**src/inc/atarl_defs.svh**
```systemverilog
// register offsets, field positions, opcodes and counts of the read engine
`ifndef ATARL_DEFS_SVH
`define ATARL_DEFS_SVH
// task-file offsets on the three address pins
`define ATARL_A_DATA 3'h0
`define ATARL_A_ERR 3'h1
`define ATARL_A_SCNT 3'h2
`define ATARL_A_SNUM 3'h3
`define ATARL_A_CYLL 3'h4
`define ATARL_A_CYLH 3'h5
`define ATARL_A_DEVH 3'h6
`define ATARL_A_STAT 3'h7
// opcodes
`define ATARL_OP_LONG 8'h22
`define ATARL_OP_MULT 8'hC4
// error bit positions
`define ATARL_E_UNC 6
`define ATARL_E_IDNF 4
`define ATARL_E_ABRT 2
`define ATARL_E_AMNF 0
// status bit positions
`define ATARL_S_BSY 7
`define ATARL_S_DRDY 6
`define ATARL_S_DSC 4
`define ATARL_S_DRQ 3
`define ATARL_S_ERR 0
// address mode bit of the head select register
`define ATARL_DH_LBA 6
// reset values
`define ATARL_RST_TF 8'h00
`define ATARL_RST_DEVH 8'hA0
`define ATARL_RST_SCNT 8'h01
// counts
`define ATARL_SECT_WORDS 9'h100
`define ATARL_ECC_SHORT 9'h004
`define ATARL_ECC_LONG 9'h028
`define ATARL_ECC_INT 9'h034
`define ATARL_FIFO_W 16
`define ATARL_FIFO_D 16
`endif

```
**src/inc/atarl_pkg.sv**
```systemverilog
// types of the read engine
package atarl_pkg;
	typedef enum logic [1:0] {
		ST_IDLE = 2'b00,
		ST_FILL = 2'b01,
		ST_XFER = 2'b11,
		ST_DONE = 2'b10
	} atarl_state_e;
	typedef enum logic [1:0] {
		CM_NONE = 2'b00,
		CM_LONG = 2'b01,
		CM_MULT = 2'b10
	} atarl_cmd_e;
endpackage

```
**src/inc/atarl_strm_if.sv**
```systemverilog
// valid/ready word stream between the engine and its buffer
`timescale 1ns/1ps
interface atarl_strm_if #(parameter int W = 16);
	logic [W-1:0] data;
	logic valid;
	logic ready;
	modport src(output data, output valid, input ready);
	modport snk(input data, input valid, output ready);
endinterface

```
**src/verilog/atarl_fifo.sv**
```systemverilog
// flip-flop fifo with valid/ready on both sides and a flush
`timescale 1ns/1ps
module atarl_fifo #(
	parameter int W = 16,
	parameter int D = 16
) (
	input wire logic clk_i,
	input wire logic rst_n_i,
	input wire logic flush_i,
	atarl_strm_if.snk wr,
	atarl_strm_if.src rd
);
	localparam int AW = $clog2(D);
	logic [W-1:0] mem [D];
	logic [AW-1:0] wp;
	logic [AW-1:0] rp;
	logic [AW:0] cnt;
	logic push;
	logic pop;

	// honest full and empty from the fill count
	assign wr.ready = (cnt != (AW+1)'(D));
	assign rd.valid = (cnt != '0);
	assign rd.data = mem[rp];
	assign push = wr.valid & wr.ready;
	assign pop = rd.valid & rd.ready;

	// storage written at the write pointer
	always_ff @(posedge clk_i) begin
		if (push) begin
			mem[wp] <= wr.data;
		end
	end

	// pointers and fill count
	always_ff @(posedge clk_i or negedge rst_n_i) begin
		if (!rst_n_i) begin
			wp <= '0;
			rp <= '0;
			cnt <= '0;
		end else if (flush_i) begin
			wp <= '0;
			rp <= '0;
			cnt <= '0;
		end else begin
			if (push) begin
				wp <= wp + 1'b1;
			end
			if (pop) begin
				rp <= rp + 1'b1;
			end
			unique case ({push, pop})
				2'b10: cnt <= cnt + 1'b1;
				2'b01: cnt <= cnt - 1'b1;
				default: cnt <= cnt;
			endcase
		end
	end
endmodule

```
**src/verilog/atarl_core.sv**
```systemverilog
// task-file command engine for the raw sector read and multi-sector read
`timescale 1ns/1ps
`include "atarl_defs.svh"
module atarl_core (
	input wire logic mclk_i,
	input wire logic reset_n_i,
	input wire logic [2:0] tf_addr_i,
	input wire logic tf_rd_n_i,
	input wire logic tf_wr_n_i,
	input wire logic [15:0] tf_data_i,
	output logic [15:0] tf_data_o,
	output logic tf_data_oe_o,
	output logic intrq_o,
	input wire logic ecc40_sel_i,
	input wire logic [7:0] block_size_i,
	output logic media_start_o,
	output logic [27:0] media_addr_o,
	output logic media_lba_o,
	output logic [8:0] media_count_o,
	input wire logic media_valid_i,
	input wire logic [15:0] media_data_i,
	output logic media_ready_o,
	input wire logic media_unc_i,
	input wire logic media_idnf_i,
	input wire logic media_amnf_i
);
	logic [1:0] rst_sync;
	logic rst_n;
	logic [2:0] rd_s;
	logic [2:0] wr_s;
	logic rd_act;
	logic wr_act;
	logic rd_go;
	logic wr_go;
	atarl_pkg::atarl_state_e state;
	atarl_pkg::atarl_cmd_e cmd;
	logic [7:0] sec_count;
	logic [7:0] sec_num;
	logic [7:0] cyl_lo;
	logic [7:0] cyl_hi;
	logic [7:0] drive_head_select;
	logic [7:0] command_error_flags;
	logic [7:0] device_condition_flags;
	logic err_st;
	logic [8:0] ecc_len;
	logic [8:0] out_len;
	logic [8:0] out_cnt;
	logic [8:0] secs_left;
	logic [7:0] blk_size;
	logic [7:0] blk_left;
	logic [8:0] in_cnt;
	logic [8:0] in_secs;
	logic in_fwd;
	logic in_last;
	logic stream_done;
	logic pop;
	logic out_last;
	logic cmd_go;
	logic err_hit;
	logic [7:0] err_bits;
	logic [27:0] cur_addr;
	logic [27:0] next_addr;
	logic [8:0] req_secs;
	logic active;
	logic flush;
	atarl_strm_if #(.W(`ATARL_FIFO_W)) buf_in ();
	atarl_strm_if #(.W(`ATARL_FIFO_W)) buf_out ();

	// reset release through two flops
	always_ff @(posedge mclk_i or negedge reset_n_i) begin
		if (!reset_n_i) begin
			rst_sync <= 2'h0;
		end else begin
			rst_sync <= {rst_sync[0], 1'b1};
		end
	end
	assign rst_n = rst_sync[1];

	// strobe pins pass three flops; a level counts once stages 2 and 3 agree
	always_ff @(posedge mclk_i or negedge rst_n) begin
		if (!rst_n) begin
			rd_s <= 3'h7;
			wr_s <= 3'h7;
			rd_act <= 1'b0;
			wr_act <= 1'b0;
		end else begin
			rd_s <= {rd_s[1:0], tf_rd_n_i};
			wr_s <= {wr_s[1:0], tf_wr_n_i};
			if (rd_s[1] == rd_s[2]) begin
				rd_act <= ~rd_s[2];
			end
			if (wr_s[1] == wr_s[2]) begin
				wr_act <= ~wr_s[2];
			end
		end
	end
	assign rd_go = (rd_s[1] == rd_s[2]) & ~rd_s[2] & ~rd_act;
	assign wr_go = (wr_s[1] == wr_s[2]) & ~wr_s[2] & ~wr_act;
	assign tf_data_oe_o = rd_act;

	// address as split by the mode bit; head nibble gives the top bits
	assign cur_addr = {drive_head_select[3:0], cyl_hi, cyl_lo, sec_num};
	assign next_addr = drive_head_select[`ATARL_DH_LBA] ?
		cur_addr + 28'h0000001 :
		{cur_addr[27:8], sec_num + 8'h01};
	assign req_secs = (sec_count == 8'h00) ? `ATARL_SECT_WORDS :
		{1'b0, sec_count};
	assign cmd_go = wr_go && tf_addr_i == `ATARL_A_STAT &&
		state == atarl_pkg::ST_IDLE;

	// status byte assembled from the engine state
	always_comb begin
		device_condition_flags = 8'h00;
		device_condition_flags[`ATARL_S_BSY] = (state == atarl_pkg::ST_FILL) ||
			(state == atarl_pkg::ST_DONE);
		device_condition_flags[`ATARL_S_DRDY] = 1'b1;
		device_condition_flags[`ATARL_S_DSC] = 1'b1;
		device_condition_flags[`ATARL_S_DRQ] = (state == atarl_pkg::ST_XFER);
		device_condition_flags[`ATARL_S_ERR] = err_st;
	end

	// media faults; the raw read never looks at ECC results
	always_comb begin
		err_bits = 8'h00;
		err_bits[`ATARL_E_UNC] = media_unc_i && cmd == atarl_pkg::CM_MULT;
		err_bits[`ATARL_E_IDNF] = media_idnf_i;
		err_bits[`ATARL_E_AMNF] = media_amnf_i;
	end
	assign active = (state == atarl_pkg::ST_FILL) ||
		(state == atarl_pkg::ST_XFER);
	assign err_hit = active && (err_bits != 8'h00);
	assign flush = err_hit || state == atarl_pkg::ST_DONE;

	// host-side length of one sector: data words then ECC bytes
	assign out_len = (cmd == atarl_pkg::CM_LONG) ?
		`ATARL_SECT_WORDS + ecc_len : `ATARL_SECT_WORDS;
	assign pop = rd_go && tf_addr_i == `ATARL_A_DATA &&
		state == atarl_pkg::ST_XFER && buf_out.valid;
	assign buf_out.ready = pop;
	assign out_last = (out_cnt == out_len - 9'h001);

	// media side: 256 words and 52 ECC bytes per sector, ECC forwarded
	// only for the raw read and only as far as the chosen length
	assign in_last = (in_cnt == `ATARL_SECT_WORDS + `ATARL_ECC_INT - 9'h001);
	assign in_fwd = (in_cnt < `ATARL_SECT_WORDS) ||
		(cmd == atarl_pkg::CM_LONG &&
		in_cnt < `ATARL_SECT_WORDS + ecc_len);
	assign stream_done = (in_secs == 9'h000);
	assign buf_in.valid = media_valid_i && active && !stream_done && in_fwd;
	assign buf_in.data = media_data_i;
	assign media_ready_o = active && !stream_done &&
		(in_fwd ? buf_in.ready : 1'b1);

	// incoming word and sector counts
	always_ff @(posedge mclk_i or negedge rst_n) begin
		if (!rst_n) begin
			in_cnt <= 9'h000;
			in_secs <= 9'h000;
		end else if (cmd_go) begin
			in_cnt <= 9'h000;
			in_secs <= (tf_data_i[7:1] == `ATARL_OP_LONG >> 1) ? 9'h001 :
				req_secs;
		end else if (media_valid_i && media_ready_o) begin
			if (in_last) begin
				in_cnt <= 9'h000;
				in_secs <= in_secs - 9'h001;
			end else begin
				in_cnt <= in_cnt + 9'h001;
			end
		end
	end

	// media request, one per accepted command with the start address
	always_ff @(posedge mclk_i or negedge rst_n) begin
		if (!rst_n) begin
			media_start_o <= 1'b0;
			media_addr_o <= 28'h0000000;
			media_lba_o <= 1'b0;
			media_count_o <= 9'h000;
		end else begin
			media_start_o <= cmd_go && state == atarl_pkg::ST_IDLE &&
				(tf_data_i[7:1] == `ATARL_OP_LONG >> 1 ? sec_count == 8'h01 :
				tf_data_i[7:0] == `ATARL_OP_MULT && block_size_i != 8'h00);
			if (cmd_go) begin
				media_addr_o <= cur_addr;
				media_lba_o <= drive_head_select[`ATARL_DH_LBA];
				media_count_o <= (tf_data_i[7:1] == `ATARL_OP_LONG >> 1) ?
					9'h001 : req_secs;
			end
		end
	end

	// command decode and transfer sequence
	always_ff @(posedge mclk_i or negedge rst_n) begin
		if (!rst_n) begin
			state <= atarl_pkg::ST_IDLE;
			cmd <= atarl_pkg::CM_NONE;
			ecc_len <= `ATARL_ECC_SHORT;
			blk_size <= 8'h01;
		end else begin
			unique case (state)
				atarl_pkg::ST_IDLE: begin
					if (cmd_go) begin
						state <= atarl_pkg::ST_DONE;
						cmd <= atarl_pkg::CM_NONE;
						if (tf_data_i[7:1] == `ATARL_OP_LONG >> 1) begin
							if (sec_count == 8'h01) begin
								state <= atarl_pkg::ST_FILL;
								cmd <= atarl_pkg::CM_LONG;
							end
							blk_size <= 8'h01;
							ecc_len <= ecc40_sel_i ? `ATARL_ECC_LONG :
								`ATARL_ECC_SHORT;
						end else if (tf_data_i[7:0] == `ATARL_OP_MULT &&
							block_size_i != 8'h00) begin
							state <= atarl_pkg::ST_FILL;
							cmd <= atarl_pkg::CM_MULT;
							blk_size <= block_size_i;
						end
					end
				end
				atarl_pkg::ST_FILL: begin
					// wait for a full buffer or the whole stream
					if (err_hit) begin
						state <= atarl_pkg::ST_DONE;
					end else if (buf_out.valid && (!buf_in.ready || stream_done)) begin
						state <= atarl_pkg::ST_XFER;
					end
				end
				atarl_pkg::ST_XFER: begin
					if (err_hit || (pop && out_last && secs_left == 9'h001)) begin
						state <= atarl_pkg::ST_DONE;
					end else if (pop && out_last && blk_left == 8'h01) begin
						state <= atarl_pkg::ST_FILL;
					end
				end
				atarl_pkg::ST_DONE: begin
					state <= atarl_pkg::ST_IDLE;
					cmd <= atarl_pkg::CM_NONE;
				end
			endcase
		end
	end

	// host-side word, sector and block counts
	always_ff @(posedge mclk_i or negedge rst_n) begin
		if (!rst_n) begin
			out_cnt <= 9'h000;
			secs_left <= 9'h000;
			blk_left <= 8'h00;
		end else if (cmd_go) begin
			out_cnt <= 9'h000;
			secs_left <= (tf_data_i[7:1] == `ATARL_OP_LONG >> 1) ? 9'h001 :
				req_secs;
			blk_left <= (tf_data_i[7:0] == `ATARL_OP_MULT) ? block_size_i :
				8'h01;
		end else if (pop) begin
			if (out_last) begin
				out_cnt <= 9'h000;
				secs_left <= secs_left - 9'h001;
				blk_left <= (blk_left == 8'h01) ? blk_size : blk_left - 8'h01;
			end else begin
				out_cnt <= out_cnt + 9'h001;
			end
		end
	end

	// interrupt: raised per block and on a failed command, cleared by a
	// status read or a new command; raising wins over clearing
	always_ff @(posedge mclk_i or negedge rst_n) begin
		if (!rst_n) begin
			intrq_o <= 1'b0;
		end else if ((state == atarl_pkg::ST_FILL && !err_hit &&
			buf_out.valid && (!buf_in.ready || stream_done)) ||
			(state == atarl_pkg::ST_DONE && err_st)) begin
			intrq_o <= 1'b1;
		end else if ((rd_go && tf_addr_i == `ATARL_A_STAT) || cmd_go) begin
			intrq_o <= 1'b0;
		end
	end

	// task-file registers: host writes while idle, address advanced per sector, count at completion
	always_ff @(posedge mclk_i or negedge rst_n) begin
		if (!rst_n) begin
			sec_count <= `ATARL_RST_SCNT;
			sec_num <= `ATARL_RST_SCNT;
			cyl_lo <= `ATARL_RST_TF;
			cyl_hi <= `ATARL_RST_TF;
			drive_head_select <= `ATARL_RST_DEVH;
			command_error_flags <= `ATARL_RST_TF;
			err_st <= 1'b0;
		end else begin
			if (wr_go && state == atarl_pkg::ST_IDLE) begin
				unique case (tf_addr_i)
					`ATARL_A_SCNT: sec_count <= tf_data_i[7:0];
					`ATARL_A_SNUM: sec_num <= tf_data_i[7:0];
					`ATARL_A_CYLL: cyl_lo <= tf_data_i[7:0];
					`ATARL_A_CYLH: cyl_hi <= tf_data_i[7:0];
					`ATARL_A_DEVH: drive_head_select <= tf_data_i[7:0];
					default: ;
				endcase
			end
			if (cmd_go) begin
				command_error_flags <= `ATARL_RST_TF;
				err_st <= 1'b0;
				if (!(tf_data_i[7:1] == `ATARL_OP_LONG >> 1 &&
					sec_count == 8'h01) && !(tf_data_i[7:0] ==
					`ATARL_OP_MULT && block_size_i != 8'h00)) begin
					command_error_flags[`ATARL_E_ABRT] <= 1'b1;
					err_st <= 1'b1;
				end
			end
			if (err_hit) begin
				command_error_flags <= err_bits;
				err_st <= 1'b1;
			end
			// advance to the next sector once the previous one is handed over
			if (pop && out_last && secs_left != 9'h001) begin
				{drive_head_select[3:0], cyl_hi, cyl_lo, sec_num} <= next_addr;
			end
			if (state == atarl_pkg::ST_DONE && cmd != atarl_pkg::CM_NONE) begin
				sec_count <= secs_left[7:0];
			end
		end
	end

	// read data latched at the counted strobe; ECC bytes in the low lane
	always_ff @(posedge mclk_i or negedge rst_n) begin
		if (!rst_n) begin
			tf_data_o <= 16'h0000;
		end else if (rd_go) begin
			unique case (tf_addr_i)
				`ATARL_A_DATA: tf_data_o <= !pop ? 16'h0000 :
					(out_cnt < `ATARL_SECT_WORDS) ? buf_out.data :
					{8'h00, buf_out.data[7:0]};
				`ATARL_A_ERR: tf_data_o <= {8'h00, command_error_flags};
				`ATARL_A_SCNT: tf_data_o <= {8'h00, sec_count};
				`ATARL_A_SNUM: tf_data_o <= {8'h00, sec_num};
				`ATARL_A_CYLL: tf_data_o <= {8'h00, cyl_lo};
				`ATARL_A_CYLH: tf_data_o <= {8'h00, cyl_hi};
				`ATARL_A_DEVH: tf_data_o <= {8'h00, drive_head_select};
				`ATARL_A_STAT: tf_data_o <= {8'h00, device_condition_flags};
			endcase
		end
	end

	// sector buffer between media and host
	atarl_fifo #(.W(`ATARL_FIFO_W), .D(`ATARL_FIFO_D)) u_buf (
		.clk_i(mclk_i),
		.rst_n_i(rst_n),
		.flush_i(flush),
		.wr(buf_in.snk),
		.rd(buf_out.src)
	);
endmodule

```
**config.mk**
```make
export PLATFORM = sky130hd
export DESIGN_NAME = atarl_core
export DESIGN_NICKNAME = d
export VERILOG_FILES = /design/src/inc/atarl_pkg.sv /design/src/inc/atarl_strm_if.sv /design/src/verilog/atarl_fifo.sv /design/src/verilog/atarl_core.sv
export VERILOG_INCLUDE_DIRS = /design/src /design/src/inc
export SDC_FILE = /design/constraint.sdc
export NUM_CORES = 1
export LEC_CHECK = 0
export ABC_CLOCK_PERIOD_IN_PS = 5500
export BUFFER_PORTS_ARGS = -buffer_cell sky130_fd_sc_hd__buf_2
export CORE_MARGIN = 2
export CORE_UTILIZATION = 55
export DETAILED_ROUTE_END_ITERATION = 12
export HOLD_SLACK_MARGIN = 0.08
export MAX_ROUTING_LAYER = met4
export PLACE_DENSITY = 0.84
export SKIP_LAST_GASP = 1
export SYNTH_ARGS = -nofsm -noshare
export SYNTH_HDL_FRONTEND = slang
export SYNTH_SLANG_ARGS = --single-unit
export TNS_END_PERCENT = 30
```
**constraint.sdc**
```tcl
create_clock -name mclk_i -period 5.5 [get_ports mclk_i]
set_input_delay 0.275 -clock mclk_i [delete_from_list [all_inputs] [get_ports mclk_i]]
set_output_delay 0.275 -clock mclk_i [all_outputs]
set_load 0.02 [all_outputs]
```
==> results.json, run 1 <==
{
  "status": "finished, final reports clean",
  "clockPowerShare_pct": 37.1,
  "max_cap_viol_count": 0,
  "max_stage_delay_ps": 770,
  "cp-startpoint": "state[1]$_DFFE_PN0P_",
  "crit_type": "register to register",
  "grt_pass1_wl_um": 82800,
  "hp-start": "media_data_i[3]",
  "start_util_pct": 55.8,
  "period_needed_ps": 3660,
  "crit_chain": "inv_1 > ha_1 > o21ai_0 > a41oi_1 > buf_4 > nand2_1 > a21oi_1 > buf_4 > nand3_1 > nor2_1 > buf_4",
  "cts.sinks": 438,
  "avgRoutedWirePerCell_um": 25.2,
  "syn_inst": 1498,
  "viasPerCell": 6.51,
  "syn-num-nets": 1579,
  "die_area_um2": 37500,
  "yosysWarnings": 0,
  "die_width_um": 194,
  "critical_path.reg2reg.startpoint": "state[1]$_DFFE_PN0P_",
  "fin_crit_sh_pct": 66.6,
  "port_buffers": 101,
  "grt_usage_pct": 29.6,
  "end_kind": "register",
  "synth-seq-cells": 438,
  "clockBufferDepth": 3,
  "post-dp-hpwl_um": 32500,
  "fmax_mhz": 273,
  "p_comb_share_pct": 13.4,
  "ys_types": 95,
  "gp_congestion": 0.914,
  "crit_path_frequent_cell": "buf_4",
  "cpMaxStageDelayCell": "nor2_1",
  "rows": 69,
  "finalSetupTns_ps": 0,
  "dieHeight_um": 194,
  "io_pins": 110,
  "grt_max_degree": 81,
  "htree_levels": 2,
  "synth_edf_count": 256,
  "max_slew_margin_pct": 25.9,
  "worst_skew_pair.late_latency_ps": 580,
  "crit_path_max_fanout": 13,
  "whs_ps": 97.2,
  "worstMarginPinSlew_ps": 1100,
  "dpl_worst_slack_ps": 1920,
  "overflow": 0,
  "report.final.slew_viol_count": 0,
  "area_growth_pct": 14.3,
  "switching_share_pct": 28.3,
  "ys.flop_type": "edfxtp_1",
  "clock_skew_ps": 22.3,
  "synth-async-reset-ratio_pct": 41.6,
  "crit_required_ps": 5750,
  "cts_resized": 0,
  "netlist_area_um2": 19800,
  "wirelength_um": 53700,
  "nNetsFinal": 1716,
  "drt_iter0_drc": 1762,
  "grt_pass1_vias": 13959,
  "leakagePower_nw": 8.91,
  "cts-root-buf": "clkbuf_16",
  "start_kind": "register",
  "drive_gt1_share_pct": 20.9,
  "hold_class": "input port to register",
  "cts_made_buffers": 44,
  "setup-violations-final": 0,
  "worstPathArrival_ps": 3910,
  "p_per_area_nw_per_um2": 366,
  "rsz0062_at_grt": "no",
  "ys_seq_area_share_pct": 61.9,
  "drtPass1Iterations": 6,
  "core_um2": 35500,
  "power.switching_mw": 2.35,
  "post-route-util_pct": 63.8,
  "antenna_found_initial": 1,
  "pwr-share-seq_pct": 49.5,
  "dp.cells": 2018,
  "clk_pin_slew_ps": 70,
  "route.vias.total": 13895,
  "drc_errors": 0,
  "p_int_mw": 5.94,
  "instances_no_fill": 2133,
  "hold_viol": 0,
  "ant_nets": 0,
  "nFillCells": 2442,
  "regArea_um2": 12300,
  "cts_tree": "built",
  "finalWorstSetupSlack_ps": 1840,
  "ir_drop_mv": 0.356,
  "syn_avg_cell_area_um2": 13.2,
  "multiInputGateArea_um2": 7050
}
[synth_stat cells (5+ instances only)]
library cell	count	area share, %
nor2b_1	6	0.19
a22o_1	6	0.27
o21ai_0	65	1.6
clkbuf_1	40	0.76
dfrtp_1	170	21
mux2_2	18	1.0
mux4_2	80	9.1
ha_1	28	1.8
nor4_1	14	0.44
buf_1	10	0.19
nor3_1	22	0.56
dfstp_2	12	1.6
or3_1	10	0.32
a221oi_1	8	0.35
xnor2_1	11	0.49
a21o_1	13	0.49
edfxtp_1	256	39
nand3b_1	7	0.27
and3_1	14	0.44
nand4_1	13	0.41
and4_1	5	0.22
nand2_1	199	3.8
a31oi_1	9	0.28
inv_1	55	1.0
mux2i_1	21	1.1
o211ai_1	18	0.68
nor2_1	89	1.7
a21oi_1	75	1.9
o31ai_1	10	0.38
nand2b_1	9	0.28
xor2_1	8	0.35
a211oi_1	7	0.27
buf_2	13	0.33
and2_1	8	0.25
nand3_1	55	1.4
o21ai_1	8	0.20
[sequential cells by signal (all words and copies together), names as in the netlist, 9 cells and up]
name	count
out_cnt	9
media_count_o	9
media_addr_o	28
in_cnt	9
secs_left	9
in_secs	9
u_buf.mem	256
tf_data_o	16
[timing repair]
action                                 CTS  global route
endpoints found under the hold margin  164             0
buffers inserted                         0             0
setup endpoints to repair                0             0
hold buffers                            32             0
[area by class of cell]
| cell class | instances | share of cell area, % |
|---|---|---|
| clock buffers | 60 | 5.31 |
| clock inverters | 22 | 1.26 |
| well taps | 461 | 2.55 |
| repair buffers | 161 | 4.58 |
| inverters | 55 | 0.912 |
| flip-flops and latches | 438 | 54.2 |
| multi-input cells | 935 | 31.2 |
| diodes | 1 | 0.0111 |
[critical path: cells and delay by family, from the launching register on]
family	cells	cell delay [ps]
AOI/OAI and AO/OA	3	580
adders and majority gates	1	300
buffers and inverters	4	990
DFF	1	410
and+or+nand+nor	3	1030
[power groups by stage]
| stage | Combinational (mW) | Clock, mW | Sequential [mW] |
|---|---|---|---|
| 5_1_grt | 1.22 | 3.22 | 4.13 |
| 6_report | 1.11 | 3.07 | 4.10 |
| 4_1_cts | 1.10 | 3.09 | 4.09 |
| 3_3_place_gp | 1.03 | 0 | 4.14 |
| 2_1_floorplan | 0.671 | 0 | 4.13 |
| 3_5_place_dp | 1.06 | 0 | 4.15 |
[cells by family (layout without fill, tap and decap cells)]
group / count (synthesis) / in the layout / synth area share [%]
AO/OA/AOI/OAI: 274 / 274 / 9.02
XOR/XNOR: 21 / 21 / 1.00
adder cells (fa/ha/maj): 29 / 29 / 1.87
buffers and inverters: 125 / 298 / 2.65
flip-flops: 438 / 438 / 61.9
multiplexers: 120 / 120 / 11.3
other: 1 / 2 / 0.0189
AND/OR/NAND/NOR: 490 / 490 / 12.3
[path summary, 6_finish.rpt]
kind	endpoint	slack [ps]	depth (start not counted)
worst max-delay path	u_buf.mem[14][1]$_DFFE_PP_	1840	11
worst min-delay path	u_buf.mem[9][3]$_DFFE_PP_	100	1
worst max register to register	u_buf.mem[14][1]$_DFFE_PP_	1840	11
worst min register to register	blk_left[1]$_DFFE_PN0P_	230	0
max in group asynchronous	u_buf.rp[1]$_DFFE_PN0P_	3860	1
min in group asynchronous	blk_left[1]$_DFFE_PN0P_	230	0
[placed cells by master (no fill, tap or decap), types with 18 or more instances in the layout]
cell type,netlist,routed
o211ai_1,18,18
a21oi_1,75,75
mux4_2,80,80
o21ai_0,65,64
dlygate4sd3_1,0,32
nor3_1,22,18
buf_2,13,101
nand3_1,55,55
inv_1,55,55
ha_1,28,28
mux2i_1,21,21
buf_4,3,28
nor2_1,89,88
nand2_1,199,199
edfxtp_1,256,256
dfrtp_1,170,167
clkbuf_16,0,44
mux2_2,18,18
[metal layers]
layer | GRT usage (%) | share of wire (%) | vias up | wire length, um
met5 | - | 0 | - | 0
met3 | 5.18 | 8.6 | 214 | 4590
met2 | 49.2 | 50 | 894 | 26900
met4 | 12.5 | 4.8 | 0 | 2570
met1 | 36.0 | 37 | 6861 | 19700
li1 | - | - | 5926 | -
[per-stage QoR]
step / total power [mW] / area (um2)
floorplan: 4.80 / 19800
finish: 8.29 / 22600
global route: 8.58 / 22600
CTS: 8.28 / 22600
global placement: 5.16 / 20800
detailed placement: 5.22 / 20800
Power figures use the tool's default switching activity.
==> run 2: changes to the inputs <==
--- a/config.mk
+++ b/config.mk
@@ -6,7 +6,8 @@
 export SDC_FILE = /design/constraint.sdc
 export NUM_CORES = 1
 export LEC_CHECK = 0
-export ABC_CLOCK_PERIOD_IN_PS = 5500
+export ABC_AREA = 1
+export ABC_CLOCK_PERIOD_IN_PS = 3300
 export BUFFER_PORTS_ARGS = -buffer_cell sky130_fd_sc_hd__buf_2
 export CORE_MARGIN = 2
 export CORE_UTILIZATION = 55
==> constraint.sdc (replaced) <==
create_clock -name mclk_i -period 3.3 [get_ports mclk_i]
set_input_delay 0.165 -clock mclk_i [delete_from_list [all_inputs] [get_ports mclk_i]]
set_output_delay 0.165 -clock mclk_i [all_outputs]
set_load 0.02 [all_outputs]
==> run 2 against run 1 <==
Clock-buffer cell count is 1 lower; area after synthesis is 0.90% higher; sequential cell count stayed put; combinational power is 120% higher; highest routed layer unchanged; final area is 1.6% higher; cell count is 27% higher; sequential power is 69% higher; worst setup slack worse by 1400 ps; global-route usage is 0.71 points lower; worst hold slack better by 44 ps; via count is 16% higher.
==> results.json, run 2 <==
{
  "period_needed_ps": 2830,
  "dieHeight_um": 195,
  "route.vias.total": 16145,
  "cts-hold-fix-buffers": 41,
  "end_kind": "register",
  "status": "finished, final reports clean",
  "syn_inst": 2058,
  "ys_types": 47,
  "crit_type": "register to register",
  "max_slew_margin_pct": 33.4,
  "rsz0062_at_grt": "no",
  "overflow": 0,
  "netlist_area_um2": 20000,
  "postCtsSetupBuffers": 0,
  "synth-async-reset-ratio_pct": 41.6,
  "rows": 69,
  "antenna_found_initial": 3,
  "fmax_mhz": 353,
  "cpMaxStageDelayCell": "dfstp_2",
  "grt_pass1_wl_um": 83400,
  "avgRoutedWirePerCell_um": 19.6,
  "cts-root-buf": "clkbuf_16",
  "regArea_um2": 12300,
  "cts_tree": "built",
  "nFillCells": 2753,
  "hold_viol": 0,
  "grt_pass1_vias": 15450,
  "start_util_pct": 56.0,
  "ys.flop_type": "edfxtp_1",
  "multiInputGateArea_um2": 6760,
  "die_width_um": 195,
  "clockBufferDepth": 3,
  "wirelength_um": 53200,
  "met3_length_um": 4940,
  "final_common_cell": "nand2_1",
  "biggestRegsByFlops": "u_buf.mem (256), media_addr_o (28), tf_data_o (16)",
  "drc_errors": 0,
  "total_power_mw": 14.3,
  "grt_max_degree": 132,
  "leakagePower_nw": 9.63,
  "synth_edf_count": 256,
  "yosysTopAreaCellShare_pct": 38.5,
  "crit_family": "simple AND/OR/NAND/NOR gates",
  "gp_congestion": 0.979,
  "yosysWarnings": 0,
  "wl_met2_um": 25700,
  "instances_no_fill": 2713,
  "p_per_area_nw_per_um2": 623,
  "crit_path_frequent_cell": "nand2_1",
  "ir_drop_mv": 0.447,
  "max_cap_viol_count": 0,
  "met1_length_um": 20700,
  "area_growth_pct": 15.0,
  "worst_skew_pair.late_latency_ps": 590,
  "largest_reg_flops": 256,
  "cts.sinks": 438,
  "yosys-top-cells-count": "nand2_1 (447), edfxtp_1 (256), nor2_1 (207)",
  "syn-num-nets": 2139,
  "post-dp-hpwl_um": 33700,
  "synth_area_leaders": "edfxtp_1 (38%), dfrtp_1 (21%), nand2_1 (8.4%)",
  "drtPass1Iterations": 6,
  "yosysMostFrequentCell": "nand2_1",
  "drive_gt1_share_pct": 11.2,
  "htree_levels": 2,
  "max_stage_delay_ps": 570,
  "fin_crit_sh_pct": 85.9,
  "core_um2": 35700,
  "finalSetupTns_ps": 0,
  "clk_pin_slew_ps": 60,
  "clock_skew_ps": 32.0,
  "io_pins": 110,
  "viasPerCell": 5.95,
  "grt_usage_pct": 28.9,
  "port_buffers": 101,
  "die_area_um2": 37900,
  "worstMarginPinSlew_ps": 989,
  "ant_nets": 0,
  "ys_seq_area_share_pct": 61.3,
  "crit_required_ps": 3740,
  "start_kind": "register",
  "worstPathArrival_ps": 3280,
  "nNetsFinal": 2294,
  "synth-seq-cells": 438,
  "report.final.slew_viol_count": 0,
  "topRoutingLayerUsed": "met4",
  "path_buf_inv": 1,
  "cts_resized": 0,
  "cts_made_buffers": 44,
  "crit_path_max_fanout": 32,
  "setup-violations-final": 0,
  "regMostFlops": "u_buf.mem",
  "dp.cells": 2587,
  "crit_chain": "nand3_2 > ha_1 > nand2_1 > nand2_1 > nor2_1 > nand2_1 > nor2_4 > nand3_4 > nor2_8 > nand2_4 > inv_2 > nor2_1 > nand2_1 > nand3_1",
  "hold_class": "input port to register",
  "synth_largest_area_cell": "edfxtp_1",
  "final_cell_mix": "nand2_1 (447), edfxtp_1 (256), nor2_1 (207)",
  "syn_avg_cell_area_um2": 9.71,
  "drt_iter0_drc": 1650
}
## run 2: per-stage QoR
step                cell area, um2  worst slack (ps)  utilization, %  hold WS [ps]
detailed placement           21100               495            59.3         -45.7
global route                 23000               208            64.5           175
finish                       23000               466            64.5           141
global placement             21100               589            59.3         -49.4
floorplan                    20000               307               -          -131
CTS                          23000               483            64.4           126
## run 2: per-layer routing
layer	track usage [%]	up-vias
met5	-	-
met4	10.6	0
met3	4.27	138
met2	46.4	864
met1	37.7	7730
li1	-	7413
## run 2: cell type report
class                           instances  area share (%)
Tap cell                              461            2.51
Timing Repair Buffer                  187            5.67
Antenna cell                            3          0.0327
Sequential cell                       438            53.4
Inverter                              171            2.80
Multi-Input combinational cell       1371            29.4
Clock inverter                         23            1.00
Clock buffer                           59            5.21
## run 2: cells by family after synthesis
kind of cell / Yosys count / share of synthesized area [%]
other cells: 1 / 0.0188
simple gates: 871 / 18.4
fa+ha+maj: 29 / 1.85
compound gates: 445 / 12.5
buf+inv: 249 / 4.84
xor+xnor: 25 / 1.10
flops: 438 / 61.3
## run 2: tightest hold or removal path: stages
cell and delay [ps]:
buf_2 120, nand3_1 190, o211ai_1 110, o221ai_1 70
## run 2: worst paths after layout
path / from / end / slack [ps] / cells past startpoint
worst max-delay path: ecc_len[2]$_DFFE_PN1P_ / drive_head_select[2]$_DFFE_PN0P_ / 470 / 14
worst min-delay path: tf_addr_i[2] / intrq_o$_DFFE_PN0P_ / 140 / 4
worst max register to register: ecc_len[2]$_DFFE_PN1P_ / drive_head_select[2]$_DFFE_PN0P_ / 470 / 14
worst min register to register: rst_sync[0]$_DFF_PN0_ / rst_sync[1]$_DFF_PN0_ / 340 / 0
max in group asynchronous: rst_sync[1]$_DFF_PN0_ / sec_num[0]$_DFFE_PN1P_ / 2010 / 1
min in group asynchronous: rst_sync[1]$_DFF_PN0_ / cyl_hi[4]$_DFFE_PN0P_ / 390 / 0
## run 2: power breakdown
group / internal, mW / switching [mW] / total (mW)
Sequential: 6.36 / 0.567 / 6.93
Combinational: 0.840 / 1.63 / 2.47
Clock: 2.74 / 2.17 / 4.91
Total: 9.94 / 4.37 / 14.3
==> run 3: changes to the inputs <==
--- a/config.mk
+++ b/config.mk
@@ -11,10 +11,11 @@
 export BUFFER_PORTS_ARGS = -buffer_cell sky130_fd_sc_hd__buf_2
 export CORE_MARGIN = 2
 export CORE_UTILIZATION = 55
+export CTS_CLUSTER_SIZE = 30
 export DETAILED_ROUTE_END_ITERATION = 12
 export HOLD_SLACK_MARGIN = 0.08
 export MAX_ROUTING_LAYER = met4
-export PLACE_DENSITY = 0.84
+export PLACE_DENSITY = 0.88
 export SKIP_LAST_GASP = 1
 export SYNTH_ARGS = -nofsm -noshare
 export SYNTH_HDL_FRONTEND = slang
==> run 3 against run 2 <==
Clock-buffer cell count decreased by 3; clock skew up 6.3 ps; sequential share of layout area fell by 0.44 points.
==> results.json, run 3 (synthesized netlist as in run 2, its figures left out) <==
{
  "leakagePower_nw": 9.71,
  "start_util_pct": 56.0,
  "start_kind": "register",
  "largest_reg_flops": 256,
  "post-dp-hpwl_um": 34300,
  "max_cap_viol_count": 0,
  "drc_errors": 0,
  "reg2regPathDepth": 14,
  "viasPerCell": 6.10,
  "fin_crit_sh_pct": 89.9,
  "hold_class": "input port to register",
  "crit_type": "register to register",
  "hold_viol": 0,
  "clock_skew_ps": 38.3,
  "cts_resized": 0,
  "final_cell_mix": "nand2_1 (447), edfxtp_1 (256), nor2_1 (207)",
  "finalSetupTns_ps": 0,
  "cts_made_buffers": 44,
  "hp-start": "tf_addr_i[0]",
  "cts.sinks": 438,
  "antenna_found_initial": 2,
  "overflow": 0,
  "nNetsFinal": 2294,
  "ant_nets": 0,
  "core_um2": 35700,
  "max_slew_margin_pct": 29.0,
  "drive_gt1_share_pct": 11.4,
  "worst_skew_pair.late_latency_ps": 580,
  "rsz0062_at_grt": "no",
  "grt_pass1_vias": 15977,
  "grt_usage_pct": 29.9,
  "cts_tree": "built",
  "rows": 69,
  "end_kind": "register",
  "postCtsSetupBuffers": 0,
  "cts-root-buf": "clkbuf_16",
  "worstPathArrival_ps": 3400,
  "clockBufferDepth": 3,
  "ir_drop_mv": 0.466,
  "dieHeight_um": 195,
  "die_width_um": 195,
  "htree_levels": 2,
  "regMostFlops": "u_buf.mem",
  "fmax_mhz": 337,
  "p_per_area_nw_per_um2": 643,
  "final_common_cell": "nand2_1",
  "reg2reg_slack_ps": 330,
  "gp_congestion": 0.953,
  "route.vias.total": 16534,
  "critical_path.reg2reg.startpoint": "state[1]$_DFFE_PN0P_",
  "drtPass1Iterations": 6,
  "report.final.slew_viol_count": 0,
  "avgRoutedWirePerCell_um": 20.3,
  "crit_required_ps": 3730,
  "port_buffers": 101,
  "die_area_um2": 37900,
  "cp-startpoint": "state[1]$_DFFE_PN0P_",
  "endpoint": "u_buf.cnt[4]$_DFFE_PN0P_",
  "status": "finished, final reports clean",
  "io_pins": 110,
  "grt_pass1_wl_um": 86300,
  "crit_path_max_fanout": 19,
  "r2r_end": "u_buf.cnt[4]$_DFFE_PN0P_",
  "biggestRegsByFlops": "u_buf.mem (256), media_addr_o (28), tf_data_o (16)",
  "period_needed_ps": 2970,
  "total_power_mw": 14.9,
  "area_growth_pct": 16.0,
  "clk_pin_slew_ps": 60,
  "wirelength_um": 55100,
  "worstMarginPinSlew_ps": 1060,
  "drt_iter0_drc": 1990,
  "setup-violations-final": 0,
  "cts-hold-fix-buffers": 41,
  "grt_max_degree": 132
}
## run 3: worst min-delay path by stage
stage | end | slack, ps | depth (start not counted)
global route | u_buf.rp[0]$_DFFE_PN0P_ | 200 | 5
finish | intrq_o$_DFFE_PN0P_ | 170 | 4
global placement | rst_sync[0]$_DFF_PN0_ | -50 | 1
floorplan | rst_sync[0]$_DFF_PN0_ | -130 | 0
CTS | intrq_o$_DFFE_PN0P_ | 160 | 4
detailed placement | rst_sync[1]$_DFF_PN0_ | -50 | 1
## run 3: worst max-delay path, cell delays in order (launching register included)
cell	delay (ps)
dfrtp_1	390
ha_1	230
inv_1	70
nor2_1	100
nand2_1	90
nor2_4	520
nand2_1	260
fa_1	460
o21ai_0	230
xor2_1	200
inv_1	60
nand2_1	70
nand2_1	50
nand3_1	60
nand2_1	50
## run 3: final cells by class
type                            instances  area (um2)
Antenna cell                            2        5.00
Clock buffer                           56        1200
Clock inverter                         24         412
Fill cell                            2651       12500
Inverter                              171         643
Multi-Input combinational cell       1371        6760
Sequential cell                       438       12300
Tap cell                              461         577
Timing Repair Buffer                  187        1320
## run 3: metal layers
metal	part of all wire (%)	global-route usage, %
met1	37	37.7
met2	49	49.1
met5	0	-
met4	3.5	10.9
met3	11	5.10
## run 3: where the power goes
part	total (mW)	switching [mW]	internal [mW]
logic	2.49	1.65	0.840
clock network	5.49	2.19	3.31
registers	6.93	0.571	6.36
total	14.9	4.40	10.5
## run 3: through the flow
step	hold WS (ps)	setup slack [ps]	utilization (%)	area [um2]	std cells
global route	204	98.8	65.0	23200	2710
global placement	-49.6	496	59.3	21100	2587
floorplan	-131	307	-	20000	2058
CTS	156	374	65.0	23200	2708
detailed placement	-47.4	416	59.3	21100	2587
finish	171	334	65.0	23200	2710
